[src/logic/irq_map.svh]
// Offsets, field positions, reset values and timing figures of the IRQ pin block.
// Assumes byte addresses on a 12-bit register port with 32-bit data.
// Notes on behaviour
// - Bits 31:24 hold the holdoff interval, counted in 10 us steps.
// - Interval resets to zero; zero stops the counter and forwards pending interrupts.
// - A new non-zero interval applies to every interval started after the write.
// - Power event interrupt bypasses the holdoff and is never delayed.
// - Writing one to bit 14 restarts a fresh interval; the bit self-clears.
// - Bit 13 reads one while an interval withholds interrupts from the pin.
// - Bit 12 mirrors the master line of the enabled ordinary sources, ignoring enable, holdoff and the power event.
// - Bit 8 gates the pin; clear keeps the pin deasserted, status untouched.
// - Bit 4 picks push-pull polarity: zero active low, one active high.
// - Open-drain mode ignores polarity and is always active low.
// - Bit 0 picks buffer: zero open-drain, one push-pull.
// - Polarity and buffer bits survive soft and digital reset requests.
`ifndef IRQ_OUT_MAP_SVH
`define IRQ_OUT_MAP_SVH

// Register offsets
`define CFG_OFS         12'h054
`define STS_OFS         12'h100
`define CLR_OFS         12'h104
`define ENA_OFS         12'h108

// Field positions of the pin configuration word, then the pin level bit of the status word
`define DEAS_HI         31
`define DEAS_LO         24
`define CLR_BIT         14
`define ACT_BIT         13
`define INT_BIT         12
`define EN_BIT          8
`define POL_BIT         4
`define TYPE_BIT        0
`define PINLVL_BIT      31

// Reset values
`define DEAS_RST        8'h00
`define CFG_BIT_RST     1'b0

// Timing
`define HOLDOFF_UNIT_NS 10000
`define CLK_PERIOD_NS   25

`endif

[src/logic/irq_pkg.sv]
// Types shared by the IRQ pin block and its holdoff timer.
// Assumes the constants header is included by the users of these types.
package irq_pkg;

   typedef logic [7:0]  interval_t;
   typedef logic [15:0] prescale_t;

   typedef enum logic [0:0] {
      TMR_IDLE = 1'b0,
      TMR_RUN  = 1'b1
   } tmr_state_e;

   typedef struct packed {
      tmr_state_e state;
      prescale_t  pre;
      interval_t  cnt;
   } tmr_s;

endpackage : irq_pkg

[src/logic/holdoff_if.sv]
// Control link between the pin logic and the holdoff timer.
// Assumes both ends run on the same clock.
`timescale 1ns/1ps

interface holdoff_if;
   logic               start;
   logic               abort;
   irq_pkg::interval_t interval;
   logic               active;

   modport ctrl (output start, output abort, output interval, input active);
   modport timer (input start, input abort, input interval, output active);
endinterface : holdoff_if

[src/logic/holdoff_timer.sv]
// Holdoff interval timer: prescaler to a 10 us tick, then a tick counter.
// Assumes start and abort are synchronous single-cycle or level requests.
`timescale 1ns/1ps

module holdoff_timer #(
   parameter int unsigned TICK_CYCLES = 400
) (
   input wire logic clk,
   input wire logic rst_n,
   holdoff_if.timer hif
);

   localparam irq_pkg::prescale_t PRE_LAST = irq_pkg::prescale_t'(TICK_CYCLES - 1);
   localparam irq_pkg::tmr_s      T_RST    = '{state: irq_pkg::TMR_IDLE, default: '0};

   irq_pkg::tmr_s t_r;
   irq_pkg::tmr_s t_nxt;

   // Next state of prescaler and tick counter
   always_comb begin
      t_nxt = t_r;
      if (hif.abort) begin
         t_nxt = T_RST;
      end else if (hif.start) begin
         t_nxt.state = irq_pkg::TMR_RUN;
         t_nxt.cnt   = hif.interval;
         t_nxt.pre   = '0;
      end else if (t_r.state == irq_pkg::TMR_RUN) begin
         if (t_r.pre == PRE_LAST) begin
            t_nxt.pre = '0;
            t_nxt.cnt = t_r.cnt - 8'h01;
            if (t_r.cnt == 8'h01) begin
               t_nxt.state = irq_pkg::TMR_IDLE;
            end
         end else begin
            t_nxt.pre = t_r.pre + 16'h0001;
         end
      end
   end

   // State register
   always_ff @(posedge clk or negedge rst_n) begin
      if (!rst_n) begin
         t_r <= T_RST;
      end else begin
         t_r <= t_nxt;
      end
   end

   assign hif.active = (t_r.state == irq_pkg::TMR_RUN);
endmodule : holdoff_timer

[src/logic/irq_output_config.sv]
// Interrupt request pin conditioning: sticky sources, holdoff interval, pin buffer.
// Assumes a single 40 MHz clock and a register master that never waits.
`timescale 1ns/1ps
`include "irq_map.svh"

module irq_output_config #(
   parameter int unsigned NSRC = 8
) (
   input  wire logic            core_clk,
   input  wire logic            rstn,
   input  wire logic [11:0]     addr,
   input  wire logic [31:0]     wdata,
   input  wire logic            wr_stb,
   input  wire logic            rd_stb,
   output logic      [31:0]     rdata,
   input  wire logic [NSRC-1:0] src_event,
   input  wire logic            power_event_interrupt,
   input  wire logic            soft_reset_request,
   input  wire logic            digital_reset_request,
   input  wire logic            irq_pin_in,
   output logic                 irq_pin_out,
   output logic                 irq_pin_oe
);

   // ----------------------------------------------------------------
   // Constants and state
   // ----------------------------------------------------------------

   localparam int unsigned HOLDOFF_TICKS =
      (`HOLDOFF_UNIT_NS + `CLK_PERIOD_NS - 1) / `CLK_PERIOD_NS;

   typedef struct packed {
      irq_pkg::interval_t deas;
      logic               en;
      logic               pol;
      logic               typ;
      logic [NSRC:0]      sts;
      logic [NSRC:0]      ena;
      logic               deliv_prev;
      logic [31:0]        rdata;
      logic               pin_out;
      logic               pin_oe;
   } st_s;

   localparam st_s ST_RST = '{
      deas:    `DEAS_RST,
      en:      `CFG_BIT_RST,
      pol:     `CFG_BIT_RST,
      typ:     `CFG_BIT_RST,
      default: '0
   };

   st_s        s_r;
   st_s        s_nxt;
   logic [1:0] rst_sync_r;
   logic       rst_n;

   holdoff_if hif ();

   // ----------------------------------------------------------------
   // Reset release
   // ----------------------------------------------------------------

   // Two-stage release of the asynchronous reset
   always_ff @(posedge core_clk or negedge rstn) begin
      if (!rstn) begin
         rst_sync_r <= 2'h0;
      end else begin
         rst_sync_r <= {rst_sync_r[0], 1'b1};
      end
   end

   assign rst_n = rst_sync_r[1];

   // ----------------------------------------------------------------
   // Read decode
   // ----------------------------------------------------------------

   // Configuration word as software reads it; clear bit always reads zero
   function automatic logic [31:0] cfg_word(
      input irq_pkg::interval_t deas,
      input logic               act,
      input logic               mint,
      input logic               en,
      input logic               pol,
      input logic               typ
   );
      logic [31:0] w;
      w                       = '0;
      w[`DEAS_HI:`DEAS_LO]    = deas;
      w[`ACT_BIT]             = act;
      w[`INT_BIT]             = mint;
      w[`EN_BIT]              = en;
      w[`POL_BIT]             = pol;
      w[`TYPE_BIT]            = typ;
      return w;
   endfunction : cfg_word

   // ----------------------------------------------------------------
   // Combined line and holdoff control
   // ----------------------------------------------------------------

   logic            irq_int;
   logic            pme_on;
   logic            deliv;
   logic            line;
   logic            cfg_wr;
   logic            clr_req;
   logic            soft_rst;
   logic [NSRC:0]   ev;
   logic [NSRC:0]   clr_mask;

   // Enabled sources merged into the master line
   always_comb begin
      irq_int  = |(s_r.sts[NSRC-1:0] & s_r.ena[NSRC-1:0]);
      pme_on   = s_r.sts[NSRC] & s_r.ena[NSRC];
      deliv    = irq_int & !hif.active;
      line     = (deliv | pme_on) & s_r.en;
      cfg_wr   = wr_stb && (addr == `CFG_OFS);
      clr_req  = cfg_wr && wdata[`CLR_BIT];
      soft_rst = soft_reset_request | digital_reset_request;
      ev       = {power_event_interrupt, src_event};
      clr_mask = (wr_stb && (addr == `CLR_OFS)) ? wdata[NSRC:0] : '0;
   end

   // Interval starts when the delivered line drops, or on a clear write
   assign hif.start    = (s_r.deas != `DEAS_RST) &&
                         ((s_r.deliv_prev && !irq_int) || clr_req);
   assign hif.abort    = (s_r.deas == `DEAS_RST) || soft_rst;
   assign hif.interval = s_r.deas;

   holdoff_timer #(
      .TICK_CYCLES (HOLDOFF_TICKS)
   ) u_timer (
      .clk   (core_clk),
      .rst_n (rst_n),
      .hif   (hif)
   );

   // ----------------------------------------------------------------
   // Register file, status and pin
   // ----------------------------------------------------------------

   // Next state of registers, sticky status and the pin drivers
   always_comb begin
      s_nxt            = s_r;
      s_nxt.deliv_prev = deliv;

      // Configuration write
      if (cfg_wr) begin
         s_nxt.deas = wdata[`DEAS_HI:`DEAS_LO];
         s_nxt.en   = wdata[`EN_BIT];
         s_nxt.pol  = wdata[`POL_BIT];
         s_nxt.typ  = wdata[`TYPE_BIT];
      end
      if (wr_stb && (addr == `ENA_OFS)) begin
         s_nxt.ena = wdata[NSRC:0];
      end

      // Sticky status: a new event wins over a clear in the same cycle
      s_nxt.sts = (s_r.sts & ~clr_mask) | ev;

      // Read data stand one cycle after the strobe and only then
      s_nxt.rdata = '0;
      if (rd_stb) begin
         unique case (addr)
            `CFG_OFS: s_nxt.rdata = cfg_word(s_r.deas, hif.active, irq_int,
                                             s_r.en, s_r.pol, s_r.typ);
            `STS_OFS: begin
               s_nxt.rdata              = 32'(s_r.sts);
               s_nxt.rdata[`PINLVL_BIT] = irq_pin_in;
            end
            `ENA_OFS: s_nxt.rdata = 32'(s_r.ena);
            default:  s_nxt.rdata = '0;
         endcase
      end

      // Pin buffer and polarity
      if (s_r.typ) begin
         s_nxt.pin_oe  = 1'b1;
         s_nxt.pin_out = s_r.pol ? line : !line;
      end else begin
         s_nxt.pin_oe  = line;
         s_nxt.pin_out = 1'b0;
      end

      // Soft or digital reset keeps polarity and buffer type
      if (soft_rst) begin
         s_nxt.deas       = `DEAS_RST;
         s_nxt.en         = `CFG_BIT_RST;
         s_nxt.sts        = '0;
         s_nxt.ena        = '0;
         s_nxt.deliv_prev = 1'b0;
         s_nxt.pol        = s_r.pol;
         s_nxt.typ        = s_r.typ;
      end
   end

   // State register
   always_ff @(posedge core_clk or negedge rst_n) begin
      if (!rst_n) begin
         s_r <= ST_RST;
      end else begin
         s_r <= s_nxt;
      end
   end

   // Outputs straight from the state register
   assign rdata       = s_r.rdata;
   assign irq_pin_out = s_r.pin_out;
   assign irq_pin_oe  = s_r.pin_oe;

   // Helper: length of the last holdoff run and its programmed interval
   int unsigned        run_cnt;
   irq_pkg::interval_t run_iv;

   always_ff @(posedge core_clk or negedge rst_n) begin
      if (!rst_n) begin
         run_cnt <= 0;
         run_iv  <= `DEAS_RST;
      end else if (hif.start) begin
         run_cnt <= 0;
         run_iv  <= hif.interval;
      end else if (hif.active) begin
         run_cnt <= run_cnt + 1;
      end
   end
endmodule : irq_output_config

[config.mk]
export PLATFORM = sky130hd
export DESIGN_NAME = irq_output_config
export DESIGN_NICKNAME = d
export VERILOG_FILES = /design/src/logic/irq_pkg.sv /design/src/logic/holdoff_if.sv /design/src/logic/holdoff_timer.sv /design/src/logic/irq_output_config.sv
export VERILOG_INCLUDE_DIRS = /design/src /design/src/logic
export SDC_FILE = /design/constraint.sdc
export NUM_CORES = 1
export LEC_CHECK = 0
export BUFFER_PORTS_ARGS = -buffer_cell sky130_fd_sc_hd__buf_2
export CAP_MARGIN = 20
export CORE_UTILIZATION = 49
export DETAILED_ROUTE_END_ITERATION = 8
export GPL_TIMING_DRIVEN = 0
export PLACE_DENSITY = 0.81
export SETUP_SLACK_MARGIN = 0.02
export SLEW_MARGIN = 20
export SYNTH_ARGS = -nofsm -noshare
export SYNTH_HDL_FRONTEND = slang
export SYNTH_HIERARCHICAL = 1
export SYNTH_SLANG_ARGS = --single-unit
[constraint.sdc]
create_clock -name core_clk -period 2.3 [get_ports core_clk]
set_input_delay 0 -clock core_clk [delete_from_list [all_inputs] [get_ports core_clk]]
set_output_delay 0 -clock core_clk [all_outputs]
set_load 0.05 [all_outputs]
==> flow_summary.ini, run 1 <==
[outcome]
status = completed

[yosys]
synth.area.top_cells = dfrtp_1 (45%), buf_4 (5.6%), a31oi_1 (3.5%)
synthArstFlopShare_pct = 100
yosysMostFrequentCell = dfrtp_1
synth_top_area_cell = dfrtp_1
synth_edf_count = 0
ys.warnings.count = 6
synthTopCellsByCount = dfrtp_1 (78), buf_4 (32), nand3_1 (30)
ys_ff_latch = 78
synth_seq_area_share_pct = 45.3
syn_inst = 442
syn_avg_cell_area_um2 = 9.75
synth_top_flop_cell = dfrtp_1
synthDistinctLibCells = 70
netlist_area_mm2 = 0.00431
yosysTopAreaCellShare_pct = 45.3

[global_routing]
grtUsageTotal_pct = 26.1
gr-total-overflow = 0
grt_pass1_wl_um = 18100
grt_max_degree = 52
grt_pass1_vias = 3706
antenna_found_initial = 1

[power]
ir_worst_vdd_uv = 329
seqPwrFrac_pct = 56.2
p_leak_nw = 2.49
clock_power_share_pct = 34.3
combPwrFrac_pct = 9.5
finalPower_mw = 2.49
p_switching_mw = 0.626
p_int_mw = 1.86
swShare_pct = 25.2
power.density_mw_per_mm2 = 457

[finish]
fin_area_mm2 = 0.00544
area_growth_pct = 26.1
fillers = 682
instances_no_fill = 680
drive_gt1_share_pct = 30.0
layout.nets = 633

[floorplan]
io_pins = 94
fp.dieArea_mm2 = 0.00918
die_y_um = 95.8
fp-row-count = 33
coreArea_mm2 = 0.00838
die_w_um = 95.8
start_util_pct = 51.4

[cts]
cts.clk_slew.worst_paths_ns = 0.08
cts_tree = yes
h-tree-depth = 3
cts_sinks = 78
root_buffer = clkbuf_8
worstSkewPairLatency_ns = 0.35
clockBufferDepth = 2
cts_buffers = 9

[routing]
routed_wl_um = 11400
post_drt_wl_per_cell_um = 16.8
antenna_left = 0
drt_iter0_markers = 295
vias = 4021
drtPass1Iterations = 5
drc = 0
vias_per_cell = 5.91

[hold_path]
hold_class = in2reg

[sta]
min_period_over_period_pct = 96.5
setup_viol = 0
fin_ws_ns = 0.0803
slew_viol_final = 0
timing.final.crit_period_ns = 2.22
clock.fmax_ghz = 0.451
hold_viol = 0
tightest_slew_ns = 0.709
clock_skew_ns = 0.0150
rsz0062_at_grt = false
max_slew_margin_pct = 52.4
setup_tns_ns = 0

[critical_path]
worst-endpoint-arrival_ns = 2.48
cp-start-kind = flip-flop
cp-end-kind = flip-flop
cp.required_ns = 2.56
crit_fanout = 10
worstSetupPathType = reg2reg

[placement]
dpl.cell_count = 625
hpwlAfterDp_um = 7640
dpl-instance-area_mm2 = 0.00485
routabilityCongestion = 0.900
place_ws_ns = -0.449
port_buffers = 65

[flow_run]
cap_violations = 0
[stage by stage]
step / hold slack, ns / util, %
2_1_floorplan: -0.296 / -
3_3_place_gp: -0.213 / 57.5
3_5_place_dp: -0.208 / 57.9
4_1_cts: 0.101 / 63.5
5_1_grt: 0.124 / 64.8
6_report: 0.113 / 64.8
[critical path, stage by stage, from the launching register on]
cell	delay [ns]
dfrtp_1	0.41
a22oi_2	0.21
and4_4	0.27
a22oi_2	0.09
a21oi_2	0.27
clkbuf_4	0.29
inv_1	0.17
a211o_2	0.33
o21ai_0	0.09
[cells in the final DEF, fill, tap and decap left out, types with 3 or more instances in the layout]
cell type,Yosys,layout
a21oi_1,19,18
a22o_1,3,3
a22oi_1,7,3
a22oi_2,0,4
a31oi_1,24,23
and2_1,4,4
and3_1,11,11
buf_1,3,3
buf_2,7,71
buf_4,32,43
buf_6,3,3
clkbuf_1,9,10
clkbuf_8,0,9
conb_1,2,14
dfrtp_1,78,77
dlygate4sd3_1,0,30
ha_1,3,3
inv_1,18,18
mux2_2,3,3
mux2i_1,10,10
nand2_1,23,23
nand3_1,30,30
nand3b_1,4,4
nand4_1,15,15
nor2_1,25,24
nor3_1,9,8
nor4_1,7,6
nor4_4,4,5
o211ai_1,5,5
o21ai_0,17,17
o31ai_1,10,10
or3b_2,3,3
[cell families after synthesis]
group / share of synthesized area (%)
XOR/XNOR: 0.813
other: 0.174
multiplexers: 3.11
buffers and inverters: 9.95
flip-flops: 45.3
AO/OA/AOI/OAI: 16.7
AND/OR/NAND/NOR: 23.2
adder cells (fa/ha/maj): 0.871
[metal layers]
layer / wire length [µm] / GRT usage [%] / vias up
li1: - / - / 1851
met2: 5450 / 40.6 / 221
met4: 353 / 11.8 / 0
met5: 0 / 0 / -
met3: 780 / 4.66 / 31
met1: 4840 / 35.5 / 1918
[repair_timing]
item,in CTS,in global routing
hold buffers,30,0
resized for setup,6,12
endpoints found under the setup margin,23,20
setup buffers,1,9
endpoints found under the hold margin,35,0
pin swaps,1,3
[registers in the layout (all words and copies together), names as in the netlist]
register,cells
hif.interval,8
irq_pin_oe,1
irq_pin_out,1
rdata,19
rst_sync_r,2
s_r,22
u_timer/hif.active,1
u_timer/t_r,24
[final cells by class]
class	count	area (µm²)	area share [%]
flip-flops and latches	78	1960	36.0
plain buffers	53	358	6.58
inverters	20	75.1	1.38
well taps	105	131	2.42
clock inverters	2	10.0	0.184
repair buffers	106	728	13.4
diodes	1	2.50	0.0460
clock buffers	13	139	2.56
multi-input cells	302	2040	37.5
[worst paths after layout]
check / slack [ns] / endpoint / start / cells after the start
min: 0.11 / rdata[3] / addr[9] / 4
min in group asynchronous: 0.24 / rdata[28] / rst_sync_r[1] / 0
max: 0.08 / u_timer/t_r[1] / s_r[37] / 8
min reg2reg: 0.24 / rdata[28] / rst_sync_r[1] / 0
max in group asynchronous: 1.48 / rdata[4] / rst_sync_r[1] / 1
max reg2reg: 0.08 / u_timer/t_r[1] / s_r[37] / 8
[power groups by stage]
stage                     Combinational (mW)  Clock, mW  Sequential, mW
after floorplan                        0.108          0            1.43
after global placement                 0.166          0            1.44
after detailed placement               0.194          0            1.42
after CTS                              0.231      0.868            1.40
after global routing                   0.254      0.936            1.40
final                                  0.235      0.852            1.40
(Power assumes the default switching activity.)
==> inputs of run 2 (changes only) <==
- CORE_UTILIZATION: 49 -> 50
- PLACE_DENSITY: 0.81 -> 0.79
- clock period: 2.3 -> 2.63 ns (I/O delays scaled with it)
==> run 2 against run 1 <==
Combinational power decreased by 12%. Largest cell class unchanged. Die area decreased by 2.0%. Setup slack improved by 0.082 ns.
==> flow_summary.ini, run 2 (synthesized netlist as in run 1, its figures left out) <==
[sta]
timing.final.crit_period_ns = 2.47
hold_viol = 0
tightest_slew_ns = 0.747
max_slew_margin_pct = 49.8
clock_skew_ns = 0.0136
slew_viol_final = 0
clock.fmax_ghz = 0.405
setup_viol = 0
min_period_over_period_pct = 93.8
timing.hold.ws_ns = 0.109
fin_ws_ns = 0.162
rsz0062_at_grt = false

[global_routing]
antenna_found_initial = 0
grt_max_degree = 55
gr-total-overflow = 0
grtUsageTotal_pct = 26.8
grt_pass1_vias = 3868
grt_pass1_wl_um = 18700

[cts]
cts_sinks = 78
worstSkewPairLatency_ns = 0.35
root_buffer = clkbuf_8
clockBufferDepth = 2
cts_tree = yes
cts_buffers = 9
h-tree-depth = 3
cts.clk_slew.worst_paths_ns = 0.09

[finish]
area_growth_pct = 25.4
layout.nets = 625
antennaDiodeCount = 0
fin_area_mm2 = 0.00541
instances_no_fill = 672
final_common_cell = dfrtp_1
drive_gt1_share_pct = 28.4
largest_reg_flops = 24
top_register = u_timer/t_r
final_cell_mix = dfrtp_1 (77), buf_2 (72), buf_4 (34)

[routing]
vias_per_cell = 6.04
met3_length_um = 832
drc = 0
top_layer = met4
vias = 4057
routed_wl_um = 11300
post_drt_wl_per_cell_um = 16.9
wl_met1_um = 4860
route.met2.wl_um = 5410
drtPass1Iterations = 5
drt_iter0_markers = 281
antenna_left = 0

[critical_path]
timing.rr.end = u_timer/t_r[9]
reg2reg_slack_ns = 0.16
worstPathCellList = a22oi_1 -> and4_1 -> a22oi_1 -> a21oi_2 -> nor2_4 -> and2_2 -> buf_6 -> buf_2 -> a32o_1
cpMostUsedCell = a22oi_1
cp-end-kind = flip-flop
worst_path_largest_cell_delay_ns = 0.41
rr_startpoint = s_r[41]
slowest_stage = dfrtp_1
cp-start-kind = flip-flop
crit_fanout = 10
worstSetupPathType = reg2reg
cp.required_ns = 2.87
worst_r2r_path_depth = 9
worst-endpoint-arrival_ns = 2.71

[outcome]
status = completed

[hold_path]
holdPathEnd = rdata[2]
hold_depth = 4
hold_class = in2reg
min_from = addr[9]

[placement]
routabilityCongestion = 0.897
dpl-instance-area_mm2 = 0.00484
hpwlAfterDp_um = 7490
place_ws_ns = -0.229
port_buffers = 65
dpl.cell_count = 625

[floorplan]
fp.dieArea_mm2 = 0.00900
coreArea_mm2 = 0.00830
die_w_um = 94.9
start_util_pct = 52.0
io_pins = 94
fp-row-count = 33
die_y_um = 94.9

[power]
p_leak_nw = 2.47
finalPower_mw = 2.46
ir_worst_vdd_uv = 256
power.density_mw_per_mm2 = 455

[flow_run]
cap_violations = 0
==> run 2: layout make-up <==
cell class	count	area [µm²]
inverters	20	75.1
well taps	105	131
clock inverters	6	93.8
clock buffers	10	138
plain buffers	53	352
repair buffers	98	668
multi-input cells	302	1990
fillers	671	2890
flip-flops and latches	78	1960
==> run 2: timing repair <==
action | in CTS | in global routing
setup endpoints to repair | 16 | 14
buffers inserted | 0 | 2
resized for setup | 3 | 2
gates cloned | 0 | 0
hold endpoints to repair | 33 | 0
hold buffers | 30 | 0
==> run 2: per-layer routing <==
layer  GRT usage [%]  vias up
met2            42.3      223
met1            35.1     1961
li1                -     1841
met4            11.5        0
met5               0        -
met3            6.68       32
==> run 2: worst max-delay path, delay by kind of cell (launching register included) <==
kind | cells | cell delay [ns]
AOI/OAI and AO/OA | 4 | 0.93
buffers and inverters | 2 | 0.33
and+or+nand+nor | 3 | 0.69
DFF | 1 | 0.41
==> run 2: worst max-delay path by stage <==
stage	from	to	slack, ns	cells past startpoint
finish	s_r[41]	u_timer/t_r[9]	0.16	9
global route	s_r[41]	u_timer/t_r[20]	0.05	10
CTS	s_r[41]	u_timer/t_r[9]	0.05	10
detailed placement	addr[3]	u_timer/t_r[9]	-0.23	11
global placement	rst_sync_r[1]	rdata[7]	-0.56	0
floorplan	addr[3]	u_timer/t_r[9]	0.21	10
==> run 2: power by group <==
part	switching (mW)	internal [mW]	total (mW)
sequential	0.0139	1.21	1.22
combinational	0.124	0.0824	0.206
clock	0.464	0.567	1.03
total	0.602	1.86	2.46
==> run 2: through the flow <==
step,TNS [ns],utilization (%)
after floorplan,0,-
after global placement,-43.40,58.0
after global routing,0,65.1
after CTS,0,64.9
after detailed placement,-2.81,58.4
final,0,65.1
